File: src/breakpoint_pkg.sv
// Shared constants for the address breakpoint unit.
// Assumes an 8-bit data path and a 16-bit program address bus.
package breakpoint_pkg;
    localparam int          ADDR_W            = 16;
    localparam int          DATA_W            = 8;
    localparam int          ENABLE_FLAG_BIT   = 7;
    localparam int          ACTIVE_FLAG_BIT   = 6;
    localparam logic [7:0]  ADDR_BYTE_RESET   = 8'h00;
    localparam logic        FLAG_RESET        = 1'b0;
    localparam logic [15:0] VECTOR_NORMAL     = 16'hfffc;
    localparam logic [15:0] VECTOR_MONITOR    = 16'hfefc;
    localparam logic [15:0] VECTOR_LOW_OFFSET = 16'h0001;

    typedef enum logic [1:0] {
        ST_IDLE,
        ST_PENDING,
        ST_BREAK
    } break_state_e;
endpackage

File: src/address_compare_if.sv
// Carrier between the breakpoint control and its address comparator.
// Assumes both ends share one clock and reset.
`timescale 1ns/1ps
interface address_compare_if;
    logic        clk;
    logic        rst;
    logic [15:0] cpu_addr;
    logic        cpu_fetch;
    logic [15:0] break_addr;
    logic        enable;
    logic        blocked;
    logic        match;

    modport ctrl (
        output clk, rst, cpu_addr, cpu_fetch, break_addr, enable, blocked,
        input  match
    );
    modport cmp (
        input  clk, rst, cpu_addr, cpu_fetch, break_addr, enable, blocked,
        output match
    );
endinterface

File: src/address_breakpoint_unit.sv
// Address breakpoint unit: compares program fetches with a break address,
// substitutes the software interrupt opcode and supplies the break vector.
// Assumes the CPU flags fetch cycles and takes o_ir_data one cycle later.
`timescale 1ns/1ps

module address_breakpoint_unit
    import breakpoint_pkg::*;
#(
    parameter logic [7:0] SOFTWARE_INTERRUPT_OPCODE    = 8'h01,
    parameter logic [7:0] RETURN_FROM_INTERRUPT_OPCODE = 8'h02
) (
    // Clock and reset
    input  wire logic              i_mclk,
    input  wire logic              i_rst,
    // CPU bus
    input  wire logic [ADDR_W-1:0] i_cpu_addr,
    input  wire logic              i_cpu_fetch,
    input  wire logic              i_opcode_fetch,
    input  wire logic [DATA_W-1:0] i_fetch_data,
    input  wire logic              i_vector_low,
    input  wire logic              i_monitor_mode,
    // Software writes of the break settings
    input  wire logic              i_wr_break_address_high,
    input  wire logic              i_wr_break_address_low,
    input  wire logic              i_wr_control,
    input  wire logic [DATA_W-1:0] i_wr_data,
    // Watchdog test qualifier
    input  wire logic              i_watchdog_test,
    // To CPU and system integration unit
    output logic [DATA_W-1:0]      o_ir_data,
    output logic                   o_ir_valid,
    output logic [ADDR_W-1:0]      o_vector_addr,
    output logic                   o_breakpoint_request,
    output logic                   o_in_break,
    output logic                   o_io_access_enable,
    output logic                   o_watchdog_disable,
    // Readback of the break settings
    output logic [ADDR_W-1:0]      o_break_address,
    output logic                   o_break_enable_flag,
    output logic                   o_break_active_flag
);
    // Equal opcodes would make every injected break look like its own return
    if (SOFTWARE_INTERRUPT_OPCODE == RETURN_FROM_INTERRUPT_OPCODE) begin : g_opcode_check
        $error("interrupt and return opcodes must differ");
    end

    address_compare_if cmp_bus ();

    break_state_e state_q;
    break_state_e state_d;
    logic [7:0]   break_address_high_q;
    logic [7:0]   break_address_low_q;
    logic         enable_q;
    logic         active_q;

    wire match;
    wire software_trigger;
    wire inject;
    wire return_seen;
    wire active_d;
    wire [15:0] vector_base;
    wire [15:0] vector_d;

    assign cmp_bus.clk        = i_mclk;
    assign cmp_bus.rst        = i_rst;
    assign cmp_bus.cpu_addr   = i_cpu_addr;
    assign cmp_bus.cpu_fetch  = i_cpu_fetch;
    assign cmp_bus.break_addr = {break_address_high_q, break_address_low_q};
    assign cmp_bus.enable     = enable_q;
    // No new address break while the break routine itself runs
    assign cmp_bus.blocked    = (state_q == ST_BREAK);

    address_match_unit u_match (
        .bus (cmp_bus.cmp)
    );

    assign match            = cmp_bus.match;
    assign software_trigger = i_wr_control && i_wr_data[ACTIVE_FLAG_BIT];
    // Opcode match swaps the opcode itself; pending breaks wait for the next opcode
    assign inject           = i_opcode_fetch && (state_q != ST_BREAK)
                              && ((state_q == ST_PENDING) || match);
    assign return_seen      = (state_q == ST_BREAK) && i_opcode_fetch
                              && (i_fetch_data == RETURN_FROM_INTERRUPT_OPCODE);
    // Hardware set wins over a software clear in the same cycle
    assign active_d         = match ? 1'b1
                              : (i_wr_control ? i_wr_data[ACTIVE_FLAG_BIT] : active_q);
    assign vector_base      = i_monitor_mode ? VECTOR_MONITOR : VECTOR_NORMAL;
    assign vector_d         = i_vector_low ? (vector_base | VECTOR_LOW_OFFSET) : vector_base;

    always_comb begin
        state_d = state_q;
        case (state_q)
            ST_IDLE: begin
                if (inject) begin
                    state_d = ST_BREAK;
                end else if (match || software_trigger) begin
                    state_d = ST_PENDING;
                end
            end
            ST_PENDING: begin
                if (inject) begin
                    state_d = ST_BREAK;
                end
            end
            ST_BREAK: begin
                if (return_seen) begin
                    state_d = ST_IDLE;
                end
            end
            default: begin
                state_d = ST_IDLE;
            end
        endcase
    end

    always_ff @(posedge i_mclk or posedge i_rst) begin
        if (i_rst) begin
            state_q              <= ST_IDLE;
            break_address_high_q <= ADDR_BYTE_RESET;
            break_address_low_q  <= ADDR_BYTE_RESET;
            enable_q             <= FLAG_RESET;
            active_q             <= FLAG_RESET;
        end else begin
            state_q  <= state_d;
            active_q <= active_d;
            if (i_wr_break_address_high) begin
                break_address_high_q <= i_wr_data;
            end
            if (i_wr_break_address_low) begin
                break_address_low_q <= i_wr_data;
            end
            if (i_wr_control) begin
                enable_q <= i_wr_data[ENABLE_FLAG_BIT];
            end
        end
    end

    always_ff @(posedge i_mclk or posedge i_rst) begin
        if (i_rst) begin
            o_ir_data            <= 8'h00;
            o_ir_valid           <= 1'b0;
            o_vector_addr        <= VECTOR_NORMAL;
            o_breakpoint_request <= 1'b0;
            o_in_break           <= 1'b0;
            o_io_access_enable   <= 1'b0;
            o_watchdog_disable   <= 1'b0;
        end else begin
            o_ir_data            <= inject ? SOFTWARE_INTERRUPT_OPCODE : i_fetch_data;
            o_ir_valid           <= i_opcode_fetch;
            o_vector_addr        <= vector_d;
            o_breakpoint_request <= match || software_trigger;
            o_in_break           <= (state_d == ST_BREAK);
            // The break does not gate peripheral access, so it stays open throughout
            o_io_access_enable   <= 1'b1;
            o_watchdog_disable   <= (state_d == ST_BREAK) && i_watchdog_test;
        end
    end

    assign o_break_address     = {break_address_high_q, break_address_low_q};
    assign o_break_enable_flag = enable_q;
    assign o_break_active_flag = active_q;
endmodule

File: src/address_match_unit.sv
// Full-width program address comparator for the breakpoint unit.
// Assumes the fetch qualifier is high only for program counter accesses.
`timescale 1ns/1ps
module address_match_unit (
    address_compare_if.cmp bus
);
    wire addr_equal;

    assign addr_equal = (bus.cpu_addr == bus.break_addr);
    // Data accesses never qualify, so only program fetches can break
    assign bus.match  = bus.enable && bus.cpu_fetch && !bus.blocked && addr_equal;
endmodule

File: config.mk
export PLATFORM = sky130hd
export DESIGN_NAME = address_breakpoint_unit
export DESIGN_NICKNAME = d
export VERILOG_FILES = /design/src/breakpoint_pkg.sv /design/src/address_compare_if.sv /design/src/address_breakpoint_unit.sv /design/src/address_match_unit.sv
export SDC_FILE = /design/constraint.sdc
export NUM_CORES = 1
export LEC_CHECK = 0
export ABC_CLOCK_PERIOD_IN_PS = 1600
export BUFFER_PORTS_ARGS = -buffer_cell sky130_fd_sc_hd__buf_2
export CAP_MARGIN = 20
export CORE_ASPECT_RATIO = 0.75
export CORE_UTILIZATION = 39
export DETAILED_ROUTE_END_ITERATION = 8
export GPL_ROUTABILITY_DRIVEN = 0
export HOLD_SLACK_MARGIN = 0.03
export PLACE_DENSITY = 0.78
export SLEW_MARGIN = 10
export SYNTH_ARGS = -nofsm -noshare
export SYNTH_HDL_FRONTEND = slang
export SYNTH_HIERARCHICAL = 1
export SYNTH_SLANG_ARGS = --single-unit
File: constraint.sdc
create_clock -name i_mclk -period 1.6 [get_ports i_mclk]
set_input_delay 0.24 -clock i_mclk [delete_from_list [all_inputs] [get_ports i_mclk]]
set_output_delay 0.24 -clock i_mclk [all_outputs]
set_load 0.01 [all_outputs]
==> key figures <==
Routing
  • Final WL: 3.39 mm
  • Post-detailed-route count of antenna-violating nets: 0
  • DRC: 0
  • Drt via density: 4.32
  • Drt pass-1 iters: 4
  • Via count: 1171
  • Wirelength per Cell: 12.5 um
  • Iter 0 DRT Violations: 32

CTS
  • CTS max path bufs: 2
  • Clock sink count: 35
  • TritonCTS Buffers: 5
  • CTS H-tree depth: 2
  • Worst skew pair latency: 280 ps
  • Clk root buf: clkbuf_8
  • Clk slew on worst S/H paths: 70 ps
  • CTS tree: yes

Critical path
  • Buffers plus inverters on the worst setup path: 0
  • CP arrival: 2010 ps
  • Critical Path Source Type: register
  • RR Startpoint: break_address_low_q[5]
  • Last element of the critical path: o_ir_data[1]
  • RR Endpoint: o_ir_data[1]
  • CP Class: reg2reg
  • Critical path data required time: 1780 ps
  • Worst r2r path cells: 7
  • Critical Path Start: break_address_low_q[5]
  • Setup crit end kind: register
  • CP peak stage delay: 390 ps
  • Setup slack, reg-to-reg: -230 ps
  • CP top delay family: simple AND/OR/NAND/NOR gates
  • Worst path cell trace: xor2_1 > nor4_2 > nand4_1 > nor4_4 > o21ba_2 > o21ai_4 > and2_1
  • Critical-path maximum fanout: 8
  • Slowest stage cell, crit path: dfrtp_1
  • CP Depth: 7

Logic synthesis
  • Post-synth top cells: dfrtp_1, mux2_2, xor2_1
  • Syn Area/Cell: 13.0 um2
  • Synthesized netlist cell count: 120
  • Ys async rst share: 100%
  • Count leader, synth: dfrtp_1
  • Post-synth EDFFs: 0
  • Largest family of logic cells by synthesized area: multiplexers
  • Synth Area in Compound Gates: 4.65%
  • Synthesized area: 1560 um2
  • Xor/xnor share of the synthesized area: 8.97%
  • Post-synthesis mux area share: 12.3%
  • Synth top area share: 54.5%
  • Synth area leaders: dfrtp_1, mux2_2, xor2_1, buf_4, and2_1
  • Sequential share of the synthesized area: 56.2%
  • Yosys top cell by area: dfrtp_1
  • Synth Area in Simple Gates: 9.54%
  • Dominant synthesized flop cell: dfrtp_1
  • Seq cells post-synth: 35
  • Distinct cells, synth: 26
  • Synth warn: 6
  • Fraction of the mapped netlist area in adder cells: 0%

Global route
  • Total Routing Usage GR: 17.6%
  • Vias in the first global route: 1123
  • Grt ovf: 0
  • Largest net degree at the start of global routing: 24
  • Initial antenna violation count: 0
  • First-pass GRT wire length: 5.26 mm

Worst hold path
  • Min-delay worst type: in2reg

Floorplanning
  • Die X: 75.1 um
  • Boundary pin count: 89
  • Core Region: 3760 um2
  • Die height: 56.8 um
  • Std cell rows: 19
  • Initial Util: 41.6%
  • Die footprint: 4260 um2

Flow run
  • Max_cap viols: 0

STA
  • Slew margin rel.: 66.5%
  • RSZ-0062 raised after global routing: yes
  • Final setup vio count: 14
  • Final min period: 1830 ps
  • Fin Clk Skew: 7.39 ps
  • Final setup margin: -230 ps
  • Slew Limit Fails: 0
  • Final Hold Fails: 0
  • Max Clk Rate: 547 MHz
  • Hold WS: 60.2 ps
  • Slew at the pin closest to its max-slew limit: 502 ps
  • Fin crit share: 114%

Placed design
  • Placed Cells: 259
  • Setup Slack @ Placement: -422 ps
  • I/O Buffers: 74
  • Placed wire-length estimate: 2.72 mm

Cells and area
  • Post-layout util: 59.3%
  • Fin cells: 271
  • Syn-to-layout area delta: 42.5%
  • Final #Nets: 260
  • Ratio of cells with drive above 1 in the final layout: 58.0%
  • Ant. Diodes: 0

Pwr
  • Total power: 0.00234 W
  • Power Density: 1050 nW/um2
  • Leak Pwr: 1.15 nW
  • Max VDD drop: 0.000528 V

Outcome
  • Status: finished, violations left
  • Failing checks: setup timing
[per-layer routing]
| layer | up-vias | wire length [um] | track usage [%] |
|---|---|---|---|
| met1 | 548 | 1510 | 22.6 |
| met2 | 51 | 1590 | 27.3 |
| met3 | 6 | 210 | 4.31 |
| met5 | - | 0 | 0 |
| li1 | 566 | - | - |
| met4 | 0 | 72 | 8.89 |
[report_power, final]
group	total, W	internal [W]	switching (W)	leakage [nW]
registers	0.00107	0.00101	0.0000616	0.416
logic	0.000667	0.000348	0.000319	0.693
clock network	0.000603	0.000304	0.000299	0.0412
total	0.00234	0.00166	0.000680	1.15
[area by class of cell]
class	count	area, um2
tap	52	65.1
fill	327	1530
timing repair buffer	94	543
clock buffer	6	72.6
multi-input combinational	79	644
sequential	35	877
inverter	3	11.3
clock inverter	2	12.5
[repair_timing]
action                                 in CTS  in global routing
gates resized for setup                     3                  3
setup endpoints to repair                  14                 14
buffers inserted                            1                  2
endpoints found under the hold margin      11                  0
pin swaps                                   5                  1
hold buffers                                1                  0
[how the worst min path moves through the flow]
stage                        start                      end  slack [ps]  cells after the start
global placement             i_rst             o_ir_data[2]         290                      2
detailed placement           i_rst  break_address_high_q[4]         290                      2
CTS                   i_vector_low         o_vector_addr[0]          50                      1
finish                i_vector_low         o_vector_addr[0]          60                      1
floorplan           i_monitor_mode         o_vector_addr[8]         270                      1
global route          i_vector_low         o_vector_addr[0]          50                      1
[layout by cell type (no fill, tap or decap), types with 2 or more instances in the layout]
master / instances
a21o_1: 2
and2_1: 6
and2_4: 2
buf_2: 74
buf_4: 16
buf_6: 2
clkbuf_8: 5
conb_1: 15
dfrtp_1: 34
inv_1: 3
mux2_2: 17
nand2_1: 4
nor4_1: 2
xor2_1: 16
[metrics by stage]
stage / instance area, um2 / setup TNS (ps)
3_5_place_dp: 2080 / -4970
6_report: 2230 / -2770
3_3_place_gp: 2080 / -4340
4_1_cts: 2190 / -3400
5_1_grt: 2230 / -3970
2_1_floorplan: 1620 / -1540
[cells by family after synthesis]
logic type | Yosys count
DFF | 35
and+or+nand+nor | 24
buffers and inverters | 19
muxes | 17
xor gates and xnor gates | 16
AOI/OAI and AO/OA | 7
other | 2
[sequential cells by signal (all words and copies together) (netlist names)]
signal / count
o_vector_addr: 2
o_break_enable_flag: 1
o_watchdog_disable: 1
o_io_access_enable: 1
o_ir_valid: 1
o_breakpoint_request: 1
o_break_active_flag: 1
o_in_break: 1
o_ir_data: 8
break_address_high_q: 8
break_address_low_q: 8
state_q: 2
(Power assumes the default switching activity.)
